**src/fsp_status_protect_end.sv**
```systemverilog
`timescale 1ns/1ps
`default_nettype none
`default_nettype wire

```
**src/fsp_pkg.sv**
```systemverilog
// Contract
// - While the lock bit is 1 and the write-protect pin is low, the status write command is not carried out and the nonvolatile bits stay as they are.
// - Only a high level on the write-protect pin ends the locked state; no command can end it. A reset also ends it here, as it loads the lock bit with 0.
// - Status bit 7 is the nonvolatile lock bit, 0 by default, and 1 blocks status writes while the pin is low.
// - Status bit 5 picks where the protected area sits, 0 (default) at the top of the array and 1 at the bottom.
// - The block-protect field is status bit 6 (top bit) with bits 4 to 2, and any nonzero value makes its area refuse program and erase.
// - The write-enable latch at status bit 1 is clear after reset and must be set by the write-enable command before any write, program or erase.
// - Status bit 0 is 1 while a status write, program or erase runs and 0 when the device is ready.
// - The busy bit always equals the inverse of the ready bit 7 of the flag status register.
// - A whole-die erase runs only when the protect field is zero and is refused otherwise.
// - Field values 1 to 9 protect 1, 2, 4 up to 256 sectors from sector 511 down (top) or from sector 0 up (bottom), 10 to 15 protect all and 0 none.
// - The die spans byte addresses 0 to 01ff_ffff in 512 sectors of 64KB, each of two 32KB and sixteen 4KB subsectors.
// - A program or erase aimed at a protected sector leaves the array alone and sets the protection error bit 1 of the flag status register.
package fsp_pkg;
  localparam logic [7:0] OP_WREN = 8'h06;
  localparam logic [7:0] OP_WRDI = 8'h04;
  localparam logic [7:0] OP_RDSR = 8'h05;
  localparam logic [7:0] OP_WRSR = 8'h01;
  localparam logic [7:0] OP_PP = 8'h02;
  localparam logic [7:0] OP_SE64 = 8'hd8;
  localparam logic [7:0] OP_SE32 = 8'h52;
  localparam logic [7:0] OP_SE4 = 8'h20;
  localparam logic [7:0] OP_DIE = 8'hc4;
  localparam logic [7:0] OP_RDFS = 8'h70;
  localparam logic [7:0] OP_CLFS = 8'h50;

  localparam int SR_LOCK = 7;
  localparam int SR_BP3 = 6;
  localparam int SR_TB = 5;
  localparam int SR_BP_HI = 4;
  localparam int SR_BP_LO = 2;
  localparam int SR_WEL = 1;
  localparam int SR_BUSY = 0;
  localparam logic [5:0] SR_NV_RESET = 6'h00;

  localparam int FS_READY = 7;
  localparam int FS_ERASE = 5;
  localparam int FS_PROG = 4;
  localparam int FS_PROT = 1;
  localparam int FS_ADDR4 = 0;

  localparam int ADDR_W = 25;
  localparam int SECTOR_W = 9;
  localparam int SECTOR_LSB = 16;
  localparam logic [9:0] SECTOR_COUNT = 10'h200;
  localparam logic [3:0] BP_ALL_MIN = 4'ha;
  localparam logic [2:0] ADDR_BYTES = 3'h4;

  localparam logic [15:0] T_WRSR = 16'h0040;
  localparam logic [15:0] T_PROG = 16'h0100;
  localparam logic [15:0] T_SE4 = 16'h0400;
  localparam logic [15:0] T_SE32 = 16'h0600;
  localparam logic [15:0] T_SE64 = 16'h0800;
  localparam logic [15:0] T_DIE = 16'h2000;

  typedef enum logic [2:0] {
    FSP_ST_IDLE = 3'b000,
    FSP_ST_OPCODE = 3'b001,
    FSP_ST_ADDR = 3'b010,
    FSP_ST_DATA = 3'b011,
    FSP_ST_READ = 3'b100
  } fsp_state_t;

  typedef enum logic [2:0] {
    FSP_OP_NONE = 3'b000,
    FSP_OP_WRSR = 3'b001,
    FSP_OP_PROG = 3'b010,
    FSP_OP_ERASE4 = 3'b011,
    FSP_OP_ERASE32 = 3'b100,
    FSP_OP_ERASE64 = 3'b101,
    FSP_OP_DIE = 3'b110
  } fsp_op_t;

  function automatic logic fsp_has_addr(input logic [7:0] op);
    fsp_has_addr = (op == OP_PP) || (op == OP_SE64) || (op == OP_SE32) || (op == OP_SE4);
  endfunction

  function automatic logic fsp_is_read(input logic [7:0] op);
    fsp_is_read = (op == OP_RDSR) || (op == OP_RDFS);
  endfunction
endpackage

```
**src/fsp_protect_decode.sv**
```systemverilog
`timescale 1ns/1ps
`default_nettype none
module fsp_protect_decode (
  input wire logic top_bottom,
  input wire logic [3:0] block_protect_field,
  input wire logic [8:0] sector,
  output logic protected_hit
);
  logic [9:0] span;
  logic [9:0] sector_ext;
  logic top_hit;
  logic bottom_hit;

  // Span in sectors: none, a power of two, or the whole die.
  assign span = (block_protect_field == 4'h0) ? 10'h000 :
                (block_protect_field >= fsp_pkg::BP_ALL_MIN) ? fsp_pkg::SECTOR_COUNT :
                10'(10'h001 << (block_protect_field - 4'h1));
  assign sector_ext = {1'b0, sector};
  assign top_hit = (span != 10'h000) && (sector_ext >= (fsp_pkg::SECTOR_COUNT - span));
  assign bottom_hit = sector_ext < span;
  assign protected_hit = top_bottom ? bottom_hit : top_hit;
endmodule
`default_nettype wire

```
**src/fsp_status_protect.sv**
```systemverilog
`timescale 1ns/1ps
`default_nettype none
module fsp_status_protect #(
  parameter logic [15:0] WRSR_CYCLES = fsp_pkg::T_WRSR,
  parameter logic [15:0] PROG_CYCLES = fsp_pkg::T_PROG,
  parameter logic [15:0] SE4_CYCLES = fsp_pkg::T_SE4,
  parameter logic [15:0] SE32_CYCLES = fsp_pkg::T_SE32,
  parameter logic [15:0] SE64_CYCLES = fsp_pkg::T_SE64,
  parameter logic [15:0] DIE_CYCLES = fsp_pkg::T_DIE
) (
  input wire logic mclk,
  input wire logic reset_n,
  input wire logic sclk,
  input wire logic cs_n,
  input wire logic mosi,
  input wire logic wp_n,
  output logic miso,
  output logic miso_oe,
  output logic op_start,
  output logic [2:0] op_kind,
  output logic [24:0] op_addr,
  output logic [7:0] status_view,
  output logic [7:0] flag_view
);
  logic rst_a_reg, rst_b_reg, rst_n;
  logic sclk_a_reg, sclk_b_reg, sclk_c_reg;
  logic cs_a_reg, cs_b_reg, cs_c_reg;
  logic mosi_a_reg, mosi_b_reg;
  logic wp_a_reg, wp_b_reg;
  fsp_pkg::fsp_state_t state_reg, state_next;
  logic [2:0] bit_reg;
  logic [7:0] shift_reg, opcode_reg, wrsr_data_reg, rd_hold_reg;
  logic [31:0] addr_reg;
  logic [2:0] addr_cnt_reg;
  logic [1:0] data_cnt_reg;
  logic [5:0] nv_reg, nv_next;
  logic wel_reg, wel_next, busy_reg, busy_next;
  logic [15:0] timer_reg, timer_next;
  logic prot_err_reg, prog_err_reg, erase_err_reg;
  logic prot_err_next, prog_err_next, erase_err_next;
  logic op_start_next;
  logic [2:0] op_kind_next;
  logic miso_reg, miso_oe_reg;
  logic sclk_rise, sclk_fall, cs_fall, cs_rise, byte_done, frame_whole;
  logic [7:0] byte_in, status_byte, flag_byte, rd_byte;
  logic [3:0] bp_field;
  logic prot_hit, locked, can_write, has_data, addr_ok;
  logic exec_wrsr, exec_array, array_refused, die_refused;
  fsp_pkg::fsp_op_t array_kind;
  logic [15:0] array_time;

  // Reset release is synchronised; the assertion itself stays asynchronous.
  always_ff @(posedge mclk or negedge reset_n) begin
    if (!reset_n) begin
      rst_a_reg <= 1'b0;
      rst_b_reg <= 1'b0;
    end else begin
      rst_a_reg <= 1'b1;
      rst_b_reg <= rst_a_reg;
    end
  end
  assign rst_n = rst_b_reg;

  // Serial pins run on the host clock, so each passes two flops first.
  always_ff @(posedge mclk or negedge rst_n) begin
    if (!rst_n) begin
      {sclk_a_reg, sclk_b_reg, sclk_c_reg} <= 3'h0;
      {cs_a_reg, cs_b_reg, cs_c_reg} <= 3'h7;
      {mosi_a_reg, mosi_b_reg} <= 2'h0;
      {wp_a_reg, wp_b_reg} <= 2'h3;
    end else begin
      {sclk_a_reg, sclk_b_reg, sclk_c_reg} <= {sclk, sclk_a_reg, sclk_b_reg};
      {cs_a_reg, cs_b_reg, cs_c_reg} <= {cs_n, cs_a_reg, cs_b_reg};
      {mosi_a_reg, mosi_b_reg} <= {mosi, mosi_a_reg};
      {wp_a_reg, wp_b_reg} <= {wp_n, wp_a_reg};
    end
  end

  assign sclk_rise = sclk_b_reg && !sclk_c_reg && !cs_b_reg;
  assign sclk_fall = !sclk_b_reg && sclk_c_reg && !cs_b_reg;
  assign cs_fall = !cs_b_reg && cs_c_reg;
  assign cs_rise = cs_b_reg && !cs_c_reg;
  assign byte_done = sclk_rise && (bit_reg == 3'h7);
  assign byte_in = {shift_reg[6:0], mosi_b_reg};
  // A frame that ends mid-byte executes nothing.
  assign frame_whole = cs_rise && (bit_reg == 3'h0);

  assign bp_field = {nv_reg[fsp_pkg::SR_BP3 - 2], nv_reg[fsp_pkg::SR_BP_HI - 2:fsp_pkg::SR_BP_LO - 2]};
  assign status_byte = {nv_reg, wel_reg, busy_reg};
  assign flag_byte = {!busy_reg, 1'b0, erase_err_reg, prog_err_reg, 2'b00, prot_err_reg, 1'b1};
  assign rd_byte = (opcode_reg == fsp_pkg::OP_RDFS) ? flag_byte : status_byte;

  fsp_protect_decode u_decode (
    .top_bottom(nv_reg[fsp_pkg::SR_TB - 2]),
    .block_protect_field(bp_field),
    .sector(addr_reg[fsp_pkg::SECTOR_LSB +: fsp_pkg::SECTOR_W]),
    .protected_hit(prot_hit)
  );

  assign locked = nv_reg[fsp_pkg::SR_LOCK - 2] && !wp_b_reg;
  assign can_write = wel_reg && !busy_reg;
  assign has_data = data_cnt_reg != 2'h0;
  assign addr_ok = (state_reg == fsp_pkg::FSP_ST_DATA) && (addr_cnt_reg == fsp_pkg::ADDR_BYTES);
  assign exec_wrsr = frame_whole && (opcode_reg == fsp_pkg::OP_WRSR) && has_data && can_write;
  assign array_kind = (opcode_reg == fsp_pkg::OP_PP) ? fsp_pkg::FSP_OP_PROG :
                      (opcode_reg == fsp_pkg::OP_SE4) ? fsp_pkg::FSP_OP_ERASE4 :
                      (opcode_reg == fsp_pkg::OP_SE32) ? fsp_pkg::FSP_OP_ERASE32 :
                      (opcode_reg == fsp_pkg::OP_SE64) ? fsp_pkg::FSP_OP_ERASE64 :
                      (opcode_reg == fsp_pkg::OP_DIE) ? fsp_pkg::FSP_OP_DIE :
                      fsp_pkg::FSP_OP_NONE;
  assign array_time = (array_kind == fsp_pkg::FSP_OP_PROG) ? PROG_CYCLES :
                      (array_kind == fsp_pkg::FSP_OP_ERASE4) ? SE4_CYCLES :
                      (array_kind == fsp_pkg::FSP_OP_ERASE32) ? SE32_CYCLES :
                      (array_kind == fsp_pkg::FSP_OP_ERASE64) ? SE64_CYCLES : DIE_CYCLES;
  assign exec_array = frame_whole && can_write &&
                      (((array_kind == fsp_pkg::FSP_OP_PROG) && addr_ok && has_data) ||
                       ((array_kind != fsp_pkg::FSP_OP_PROG) &&
                        (array_kind != fsp_pkg::FSP_OP_NONE) &&
                        (addr_ok || (array_kind == fsp_pkg::FSP_OP_DIE))));
  assign die_refused = (array_kind == fsp_pkg::FSP_OP_DIE) && (bp_field != 4'h0);
  assign array_refused = die_refused || ((array_kind != fsp_pkg::FSP_OP_DIE) && prot_hit);

  always_comb begin
    state_next = state_reg;
    case (state_reg)
      fsp_pkg::FSP_ST_IDLE: begin
        state_next = fsp_pkg::FSP_ST_IDLE;
      end
      fsp_pkg::FSP_ST_OPCODE: begin
        if (byte_done) begin
          state_next = fsp_pkg::fsp_has_addr(byte_in) ? fsp_pkg::FSP_ST_ADDR :
                       fsp_pkg::fsp_is_read(byte_in) ? fsp_pkg::FSP_ST_READ :
                       fsp_pkg::FSP_ST_DATA;
        end
      end
      fsp_pkg::FSP_ST_ADDR: begin
        if (byte_done && (addr_cnt_reg == fsp_pkg::ADDR_BYTES - 3'h1)) begin
          state_next = fsp_pkg::FSP_ST_DATA;
        end
      end
      fsp_pkg::FSP_ST_DATA: begin
        state_next = fsp_pkg::FSP_ST_DATA;
      end
      fsp_pkg::FSP_ST_READ: begin
        state_next = fsp_pkg::FSP_ST_READ;
      end
      default: begin
        state_next = fsp_pkg::FSP_ST_IDLE;
      end
    endcase
    if (cs_fall) begin
      state_next = fsp_pkg::FSP_ST_OPCODE;
    end else if (cs_rise) begin
      state_next = fsp_pkg::FSP_ST_IDLE;
    end
  end

  // Command execution happens at deselect, and only one frame is live, so
  // no hardware set can meet a software clear in the same cycle.
  always_comb begin
    nv_next = nv_reg;
    wel_next = wel_reg;
    busy_next = busy_reg;
    timer_next = timer_reg;
    prot_err_next = prot_err_reg;
    prog_err_next = prog_err_reg;
    erase_err_next = erase_err_reg;
    op_start_next = 1'b0;
    op_kind_next = op_kind;
    if (busy_reg) begin
      timer_next = timer_reg - 16'h0001;
      if (timer_reg == 16'h0001) begin
        busy_next = 1'b0;
        wel_next = 1'b0;
      end
    end
    if (frame_whole && !busy_reg) begin
      if (opcode_reg == fsp_pkg::OP_WREN) begin
        wel_next = 1'b1;
      end
      if (opcode_reg == fsp_pkg::OP_WRDI) begin
        wel_next = 1'b0;
      end
    end
    if (frame_whole && (opcode_reg == fsp_pkg::OP_CLFS)) begin
      prot_err_next = 1'b0;
      prog_err_next = 1'b0;
      erase_err_next = 1'b0;
    end
    if (exec_wrsr && !locked) begin
      nv_next = wrsr_data_reg[7:2];
      busy_next = 1'b1;
      timer_next = WRSR_CYCLES;
      op_start_next = 1'b1;
      op_kind_next = 3'(fsp_pkg::FSP_OP_WRSR);
    end
    if (exec_array && array_refused) begin
      prot_err_next = 1'b1;
      prog_err_next = prog_err_reg || (array_kind == fsp_pkg::FSP_OP_PROG);
      erase_err_next = erase_err_reg || (array_kind != fsp_pkg::FSP_OP_PROG);
      wel_next = 1'b0;
    end else if (exec_array) begin
      busy_next = 1'b1;
      timer_next = array_time;
      op_start_next = 1'b1;
      op_kind_next = 3'(array_kind);
    end
  end

  always_ff @(posedge mclk or negedge rst_n) begin
    if (!rst_n) begin
      state_reg <= fsp_pkg::FSP_ST_IDLE;
      bit_reg <= 3'h0;
      shift_reg <= 8'h00;
    end else begin
      state_reg <= state_next;
      bit_reg <= cs_fall ? 3'h0 : (sclk_rise ? bit_reg + 3'h1 : bit_reg);
      shift_reg <= sclk_rise ? byte_in : shift_reg;
    end
  end

  always_ff @(posedge mclk or negedge rst_n) begin
    if (!rst_n) begin
      opcode_reg <= 8'h00;
      addr_reg <= 32'h0000_0000;
      addr_cnt_reg <= 3'h0;
      data_cnt_reg <= 2'h0;
      wrsr_data_reg <= 8'h00;
    end else if (cs_fall) begin
      opcode_reg <= 8'h00;
      addr_cnt_reg <= 3'h0;
      data_cnt_reg <= 2'h0;
    end else if (byte_done) begin
      if (state_reg == fsp_pkg::FSP_ST_OPCODE) begin
        opcode_reg <= byte_in;
      end
      if (state_reg == fsp_pkg::FSP_ST_ADDR) begin
        addr_reg <= {addr_reg[23:0], byte_in};
        addr_cnt_reg <= addr_cnt_reg + 3'h1;
      end
      if (state_reg == fsp_pkg::FSP_ST_DATA) begin
        data_cnt_reg <= (data_cnt_reg == 2'h3) ? data_cnt_reg : data_cnt_reg + 2'h1;
        wrsr_data_reg <= (data_cnt_reg == 2'h0) ? byte_in : wrsr_data_reg;
      end
    end
  end

  always_ff @(posedge mclk or negedge rst_n) begin
    if (!rst_n) begin
      nv_reg <= fsp_pkg::SR_NV_RESET;
      wel_reg <= 1'b0;
      busy_reg <= 1'b0;
      timer_reg <= 16'h0000;
      {prot_err_reg, prog_err_reg, erase_err_reg} <= 3'h0;
      op_start <= 1'b0;
      op_kind <= 3'h0;
      op_addr <= 25'h0000000;
    end else begin
      nv_reg <= nv_next;
      wel_reg <= wel_next;
      busy_reg <= busy_next;
      timer_reg <= timer_next;
      {prot_err_reg, prog_err_reg, erase_err_reg} <= {prot_err_next, prog_err_next, erase_err_next};
      op_start <= op_start_next;
      op_kind <= op_kind_next;
      op_addr <= op_start_next ? addr_reg[fsp_pkg::ADDR_W - 1:0] : op_addr;
    end
  end

  // Output bit changes on the falling edge; a fresh byte is taken at each
  // byte boundary so a polled busy bit is never torn inside one byte.
  always_ff @(posedge mclk or negedge rst_n) begin
    if (!rst_n) begin
      miso_reg <= 1'b0;
      miso_oe_reg <= 1'b0;
      rd_hold_reg <= 8'h00;
    end else begin
      miso_oe_reg <= (state_next == fsp_pkg::FSP_ST_READ);
      if (sclk_fall && (state_reg == fsp_pkg::FSP_ST_READ)) begin
        rd_hold_reg <= (bit_reg == 3'h0) ? rd_byte : rd_hold_reg;
        miso_reg <= (bit_reg == 3'h0) ? rd_byte[7] : rd_hold_reg[3'h7 - bit_reg];
      end
    end
  end

  assign miso = miso_reg;
  assign miso_oe = miso_oe_reg;
  assign status_view = status_byte;
  assign flag_view = flag_byte;

  a_lock_keeps_nv: assert property (@(posedge mclk) disable iff (!rst_n)
    (exec_wrsr && locked) |=> $stable(nv_reg) && !op_start) else $error("locked status write");
  a_lock_pin_only: assert property (@(posedge mclk) disable iff (!rst_n)
    (nv_reg[5] && !wp_b_reg) |=> nv_reg[5]) else $error("lock left without pin");
  a_lock_bit_write: assert property (@(posedge mclk) disable iff (!rst_n)
    (exec_wrsr && !locked) |=> (status_view[7:2] == $past(wrsr_data_reg[7:2])) && busy_reg)
    else $error("status write lost");
  a_top_last_sector: assert property (@(posedge mclk) disable iff (!rst_n)
    (bp_field == 4'h1 && !nv_reg[3] && addr_reg[24:16] == 9'h1ff) |-> prot_hit)
    else $error("top sector not protected");
  a_bottom_first: assert property (@(posedge mclk) disable iff (!rst_n)
    (bp_field == 4'h9 && nv_reg[3]) |-> (prot_hit == (addr_reg[24:16] < 9'h100)))
    else $error("bottom span wrong");
  a_zero_field_open: assert property (@(posedge mclk) disable iff (!rst_n)
    (bp_field == 4'h0) |-> !prot_hit) else $error("zero field protects");
  a_start_needs_wel: assert property (@(posedge mclk) disable iff (!rst_n)
    op_start |-> $past(wel_reg)) else $error("operation without latch");
  a_busy_with_start: assert property (@(posedge mclk) disable iff (!rst_n)
    $rose(busy_reg) |-> op_start) else $error("busy without start");
  a_busy_flag_pair: assert property (@(posedge mclk) disable iff (!rst_n)
    status_view[0] != flag_view[7]) else $error("busy and ready agree");
  a_die_refused: assert property (@(posedge mclk) disable iff (!rst_n)
    (exec_array && die_refused) |=> !op_start && erase_err_reg) else $error("die erase ran");
  a_prot_error: assert property (@(posedge mclk) disable iff (!rst_n)
    (exec_array && array_refused) |=> flag_view[1] && !busy_reg ##1 !op_start)
    else $error("protected target touched");
  a_wel_auto_clear: assert property (@(posedge mclk) disable iff (!rst_n)
    $fell(busy_reg) |-> !wel_reg) else $error("latch kept after operation");

  c_wrsr_done: cover property (@(posedge mclk) disable iff (!rst_n)
    op_start && op_kind == 3'h1);
  c_prot_refusal: cover property (@(posedge mclk) disable iff (!rst_n)
    exec_array && array_refused);
  c_die_erase: cover property (@(posedge mclk) disable iff (!rst_n)
    op_start && op_kind == 3'h6);
  c_read_status: cover property (@(posedge mclk) disable iff (!rst_n)
    miso_oe && sclk_fall);
endmodule
`default_nettype wire

```
**config.mk**
```make
export PLATFORM = sky130hd
export DESIGN_NAME = fsp_status_protect
export DESIGN_NICKNAME = d
export VERILOG_FILES = /design/src/fsp_status_protect_end.sv /design/src/fsp_pkg.sv /design/src/fsp_protect_decode.sv /design/src/fsp_status_protect.sv
export SDC_FILE = /design/constraint.sdc
export NUM_CORES = 1
export LEC_CHECK = 0
export ABC_CLOCK_PERIOD_IN_PS = 5080
export BUFFER_PORTS_ARGS = -buffer_cell sky130_fd_sc_hd__buf_2
export CORE_UTILIZATION = 25
export CTS_BUF_LIST = sky130_fd_sc_hd__clkbuf_16
export CTS_CLUSTER_SIZE = 8
export DETAILED_ROUTE_END_ITERATION = 10
export HOLD_SLACK_MARGIN = 0.1
export PLACE_DENSITY = 0.44
export SLEW_MARGIN = 20
export SYNTH_ARGS = -nofsm -noshare
export SYNTH_HDL_FRONTEND = slang
export SYNTH_HIERARCHICAL = 1
export SYNTH_SLANG_ARGS = --single-unit
```
**constraint.sdc**
```tcl
create_clock -name mclk -period 5.08 [get_ports mclk]
set_clock_uncertainty 0.1 [all_clocks]
set_input_delay 0.508 -clock mclk [delete_from_list [all_inputs] [get_ports mclk]]
set_output_delay 0.508 -clock mclk [all_outputs]
set_load 0.05 [all_outputs]
```
==> Word-level counts from Yosys, hierarchy flattened <==
Index checks and enable logic that the tools add are counted.
{ "totals": {"reg_bits": 137, "inputBits": 6, "out_inout_bits": 47, "elab_cells": 204} }
{ "op_classes": {"add_sub_neg": 7, "n_lt_le_gt_ge": 4, "eq_ne": 34, "shift": 1, "mux": 60, "bitwise": 1, "reduce_logical": 64} }
{ "ops": {"columns": ["cell", "count"], "rows": [
  ["16-bit two-way mux", 4],
  ["3-bit two-way mux", 19],
  ["14-bit two-way mux", 4],
  ["8-bit by 7-bit == test with 1-bit output (second input constant)", 5],
  ["8-bit two-way mux", 4],
  ["1-bit logical AND", 29],
  ["8-bit by 3-bit == test with 1-bit output (second input constant)", 3],
  ["8-bit == test (second input constant)", 3],
  ["3-bit == test (second input constant)", 7],
  ["1-bit two-way mux", 21],
  ["10-bit two-way mux", 2],
  ["16-bit by 1-bit == test with 1-bit output (second input constant)", 1],
  ["8-bit by 2-bit == test with 1-bit output (second input constant)", 2],
  ["8-bit by 6-bit == test with 1-bit output (second input constant)", 2],
  ["16-bit by 1-bit subtractor with 16-bit output (second input constant)", 1],
  ["3-bit by 2-bit == test with 1-bit output (second input constant)", 5],
  ["2-bit nonzero test", 7],
  ["3-bit case mux with 4 select lines", 1],
  ["9-bit by 10-bit greater-or-equal comparator with 1-bit output", 1],
  ["9-bit by 10-bit less-than comparator with 1-bit output", 1],
  ["10-bit nonzero test", 1],
  ["1-bit by 4-bit left shift with 10-bit output (first input constant)", 1],
  ["10-bit subtractor (first input constant)", 1],
  ["1-bit logical OR", 9],
  ["24 further kinds", 37]
]} }

==> Logic depth before layout (Yosys ltp) <==
{ "depth": {"depth_word": 13, "ltp_mapped": 19, "depth_no_buf": 15} }

==> Modules after synthesis <==
The synthesis kept the hierarchy.
{ "modules_own_cells": {"columns": ["module", "instances", "cells_per_inst", "area_each_um2", "seq_area_each_um2"], "rows": [
  ["fsp_status_protect", 1, 512, 6221.0, 3384.5],
  ["fsp_protect_decode", 1, 87, 638.1, 0.0]
]} }

==> Least setup slack after synthesis <==
No wires, ideal clock.
{ "synth_timing": {"kind": "register -> register", "start": "register nv_reg[0]", "end": "register op_addr[0]", "setup_time_ps": 125, "arrival_ps": 3734, "required_ps": 4855, "path_slack_ps": 1121, "path_stages_with_launch": 20, "n_path_buf": 4, "period_less_slack_ps": 3959, "cell_sequence": "dfrtp_1 -> buf_2 -> and2b_1 -> and2_1 -> inv_1 -> ha_1 -> clkbuf_1 -> nor4b_1 -> a21oi_1 -> o21ai_1 -> ha_1 -> nand4_1 -> o221ai_2 -> a41oi_2 -> o32ai_2 -> mux2i_1 -> a31o_1 -> buf_6 -> buf_8 -> mux2_4"} }
{ "synth_between": {"elab_chain_cells": 12, "word_cells_on_any_way": 18, "classes_between": "2 x add/sub; 3 x order compare; 1 x shift; 4 x mux; 8 x reduce/logical"} }
{ "synth_rtl": {"columns": ["item", "line", "rtl"], "rows": [
  ["from (decl)", "fsp_status_protect.sv:36", "logic [5:0] nv_reg, nv_next;"],
  ["from (signal assigned)", "fsp_status_protect.sv:250", "nv_reg <= fsp_pkg::SR_NV_RESET;"],
  ["from (signal assigned)", "fsp_status_protect.sv:259", "nv_reg <= nv_next;"],
  ["4-bit by 1-bit subtractor with 4-bit output", "fsp_protect_decode.sv:17", "10'(10'h001 << (block_protect_field - 4'h1));"],
  ["1-bit by 4-bit left shift with 10-bit output", "fsp_protect_decode.sv:17", null],
  ["10-bit two-way mux", "fsp_protect_decode.sv:16", "(block_protect_field >= fsp_pkg::BP_ALL_MIN) ? fsp_pkg::SECTOR_COUNT :"],
  ["10-bit two-way mux (*)", "fsp_protect_decode.sv:15", "assign span = (block_protect_field == 4'h0) ? 10'h000 :"],
  ["10-bit subtractor", "fsp_protect_decode.sv:19", "assign top_hit = (span != 10'h000) && (sector_ext >= (fsp_pkg::SECTOR_COUNT - span));"],
  ["9-bit by 10-bit greater-or-equal comparator with 1-bit output", "fsp_protect_decode.sv:19", null],
  ["1-bit logical AND", "fsp_protect_decode.sv:19", null],
  ["1-bit two-way mux (*)", "fsp_protect_decode.sv:21", "assign protected_hit = top_bottom ? bottom_hit : top_hit;"],
  ["via prot_hit", "fsp_status_protect.sv:47", "logic prot_hit, locked, can_write, has_data, addr_ok;"],
  ["1-bit logical AND (*)", "fsp_status_protect.sv:121", "assign array_refused = die_refused || ((array_kind != fsp_pkg::FSP_OP_DIE) && prot_hit);"],
  ["1-bit logical OR (*)", "fsp_status_protect.sv:121", null],
  ["1-bit logical AND (*)", "fsp_status_protect.sv:197", "if (exec_array && array_refused) begin"],
  ["1-bit two-way mux (*)", "fsp_status_protect.sv:197", null],
  ["to (signal assigned)", "fsp_status_protect.sv:266", "op_addr <= op_start_next ? addr_reg[fsp_pkg::ADDR_W - 1:0] : op_addr;"],
  ["to (decl)", "fsp_status_protect.sv:21", "output logic [24:0] op_addr,"]
]} }
The timed path passes the listed nets; every way through them passes the cells marked *.
A chain may end at the register's enable or synchronous reset.

==> Worst setup path after layout <==
{ "layout_timing": {"start": "register nv_reg[4]", "end": "register op_addr[11]"} }
Same word-level chain as after synthesis.

==> impl_metrics.py <==
metrics = {
    "route": {
        "route.met3.wl_um": 642,
        "vias": 4618,
        "drc": 0,
        "top_layer": "met4",
        "drt-vias-per-instance": 4.632,
        "route.met2.wl_um": 7835,
        "first_iter_violations": 310,
        "firstDrtPassIters": 4,
        "met1_length_um": 7975,
        "wire_per_inst_um": 16.81,
        "ant_nets": 0,
        "wl_um": 16760,
    },
    "yosys": {
        "synth-edff-count": 0,
        "synthArstFlopShare": 1.000,
        "synth-seq-cells": 135,
        "yosysUniqueCellTypes": 74,
        "syn_area_per_cell_um2": 11.45,
        "synth_ff_type": "dfrtp_1",
        "synth_top_family_by_area": "simple AND/OR/NAND/NOR gates",
        "synth_compound_gate_area_share": 0.07059,
        "syn_area_um2": 6859,
        "syn_inst": 599,
        "synthAdderAreaFrac": 0.05254,
        "synth.area.mux_share": 0.1523,
        "synth.yosys.warnings": 6,
        "yosys.area_share.xor_xnor": 0.02426,
        "synthSimpleGateAreaFrac": 0.1591,
        "ys_seq_area_frac": 0.4934,
    },
    "die": {
        "die-height_um": 167.6,
        "dieWidth_um": 167.6,
        "start_util": 0.2545,
        "coreArea_um2": 26950,
        "row_count": 60,
        "die_area_um2": 28100,
        "io_pins": 53,
    },
    "sta": {
        "final_hold_viol_count": 0,
        "setup_viol": 0,
        "fin_setup_tns_ns": 0,
        "final.period_utilization": 0.8248,
        "maxSlewHeadroom": 0.2239,
        "rsz0062_at_grt": "false",
        "drv_slew": 0,
        "worst_pin_slew_ns": 1.148,
        "period_minus_slack_ns": 4.190,
        "max_freq_mhz": 238.7,
    },
    "cts": {
        "cts_buffers": 17,
        "clk_pin_slew_ns": 0.07,
        "cts_tree": "yes",
        "htreeDepth": 4,
        "ctsResizeCount": 0,
        "clk_latency_ns": 0.43,
        "clockRootBuffer": "clkbuf_16",
        "cts_buffer_depth": 2,
        "numClockSinks": 135,
    },
    "placed_design": {
        "place_area_um2": 7348,
        "hpwl_um": 12350,
        "place.gp.congestion": 0.8113,
        "port_buffers": 48,
    },
    "pwr": {
        "power_density_nw_per_um2": 314.7,
        "p_leak_uw": 0.003869,
        "ir_drop_mv": 0.1766,
    },
    "layout": {
        "layout_common_cells": "dfrtp_1, nand2_1, buf_2, nor2_1, mux2_2",
        "layout_commonest_cell": "dfrtp_1",
        "drive_gt1_frac": 0.2561,
        "syn_to_final_growth_pct": 16.40,
        "fin_area_um2": 7984,
        "finalNetCount": 677,
        "n_antenna_cell": 0,
        "fill_cells": 2746,
    },
    "grt": {
        "antenna_found_initial": 0,
        "grt_max_degree": 59,
        "grt_pass1_vias": 4763,
        "track_usage": 0.1282,
        "grt_overflow_total": 0,
        "grt_first_pass_wirelength_um": 27590,
    },
    "setup_path": {
        "arrival_ns": 4.40,
        "critPathRequiredTime_ns": 5.29,
        "worstPathMaxFanout": 36,
        "crit_type": "reg -> reg",
        "critPathCaptureType": "flop",
        "start_kind": "flop",
    },
    "outcome": {
        "outcome": "completed",
    },
    "hold_path": {
        "hold_class": "reg -> async",
    },
    "job": {
        "maxCapViolations": 0,
    },
}
## worst paths after layout
check	cells after the start	end	slack [ns]	from
hold reg to reg	0	op_addr[10]	0.19	rst_b_reg
min in group mclk	0	sclk_b_reg	0.25	sclk_a_reg
max in group asynchronous	1	timer_reg[7]	3.52	rst_b_reg
setup reg to reg	16	op_addr[11]	0.89	nv_reg[4]
setup / recovery	16	op_addr[11]	0.89	nv_reg[4]
hold / removal	0	op_addr[10]	0.19	rst_b_reg
## layer usage
| layer | track usage | vias to the layer above |
|---|---|---|
| met3 | 0.03143 | 18 |
| met1 | 0.1720 | 2319 |
| met5 | 0 | - |
| li1 | - | 2197 |
| met4 | 0.04667 | 0 |
| met2 | 0.1996 | 84 |
## cells in the mapped netlist (3+ instances only)
| master | instances | share of area |
|---|---|---|
| mux2_1 | 5 | 0.0082 |
| a22o_1 | 4 | 0.0051 |
| nand2b_1 | 4 | 0.0036 |
| or2_2 | 3 | 0.0027 |
| a31oi_1 | 3 | 0.0027 |
| dfrtp_1 | 130 | 0.47 |
| buf_6 | 3 | 0.0049 |
| nor4b_1 | 5 | 0.0064 |
| nand3_1 | 15 | 0.011 |
| or3_1 | 4 | 0.0036 |
| a21o_1 | 5 | 0.0055 |
| a22oi_1 | 3 | 0.0033 |
| o21ai_0 | 15 | 0.011 |
| mux2i_1 | 23 | 0.034 |
| xnor2_1 | 16 | 0.020 |
| o21ai_1 | 5 | 0.0036 |
| inv_1 | 20 | 0.011 |
| dfstp_2 | 5 | 0.019 |
| a21oi_1 | 15 | 0.011 |
| nand4_1 | 5 | 0.0046 |
| nand4b_1 | 3 | 0.0038 |
| nor3b_1 | 4 | 0.0044 |
| buf_2 | 12 | 0.0088 |
| and2_1 | 3 | 0.0027 |
| nor2_1 | 40 | 0.022 |
| nor4_1 | 5 | 0.0046 |
| nand2_1 | 51 | 0.028 |
| buf_4 | 10 | 0.011 |
| nand3b_1 | 5 | 0.0055 |
| nor3_1 | 13 | 0.0095 |
| and3_1 | 7 | 0.0064 |
| o31ai_1 | 4 | 0.0044 |
| xor2_1 | 3 | 0.0038 |
| ha_1 | 28 | 0.051 |
| clkbuf_1 | 11 | 0.0060 |
| nor4bb_1 | 3 | 0.0044 |
| mux2_2 | 38 | 0.062 |
| mux2_4 | 19 | 0.042 |
| nor2b_1 | 11 | 0.010 |
## kinds of logic (layout without fill, tap and decap cells)
kind of cell             count (synthesis)  in the layout
AND/OR/NAND/NOR                        199            199
flip-flops                             135            135
multiplexers                            87             87
AO/OA/AOI/OAI                           70             70
buffers and inverters                   58            112
adder cells (fa/ha/maj)                 29             29
XOR/XNOR                                19             19
other                                    2              5
## timing repair
| item | CTS | global route |
|---|---|---|
| buffers inserted | 0 | 0 |
| hold endpoints to repair | 6 | 0 |
| hold buffers | 5 | 0 |
## critical path, stage by stage (launching register included)
cell and delay [ns]:
dfrtp_1 0.52, and2b_1 0.31, and2_1 0.16, inv_1 0.05
ha_1 0.29, nor4b_1 0.28, a21oi_1 0.07, o21ai_1 0.14
ha_1 0.26, nand4_1 0.11, o221ai_2 0.11, a41oi_2 0.25
o32ai_2 0.11, mux2i_1 0.24, a31o_2 0.19, buf_4 0.45
mux2_1 0.39
## final cells by class
| cell class | instances | area (µm²) | share of cell area |
|---|---|---|---|
| clock inverters | 15 | 160.2 | 0.02006 |
| repair buffers | 60 | 342.8 | 0.04294 |
| flip-flops and latches | 135 | 3388 | 0.4244 |
| inverters | 20 | 75.07 | 0.009403 |
| clock buffers | 17 | 425.4 | 0.05328 |
| multi-input cells | 409 | 3166 | 0.3965 |
| well taps | 341 | 426.7 | 0.05344 |
## power breakdown
| part | internal (µW) | switching, µW |
|---|---|---|
| logic | 49.2 | 52.4 |
| clock network | 695 | 534 |
| registers | 1110 | 76.7 |
| total | 1850 | 663 |
## through the flow
step	hold WS [ns]	util	setup WS (ns)	cells	power [µW]
6_report	0.1852	0.2962	0.8902	997	2513
4_1_cts	0.2154	0.2962	0.8549	997	2555
3_3_place_gp	0.1932	0.2727	0.8922	960	1303
2_1_floorplan	0.1124	-	0.9490	602	1256
5_1_grt	0.2384	0.2962	0.5931	997	2616
3_5_place_dp	0.1956	0.2727	0.8589	960	1306
No activity file was read; power rests on OpenSTA's default activity.
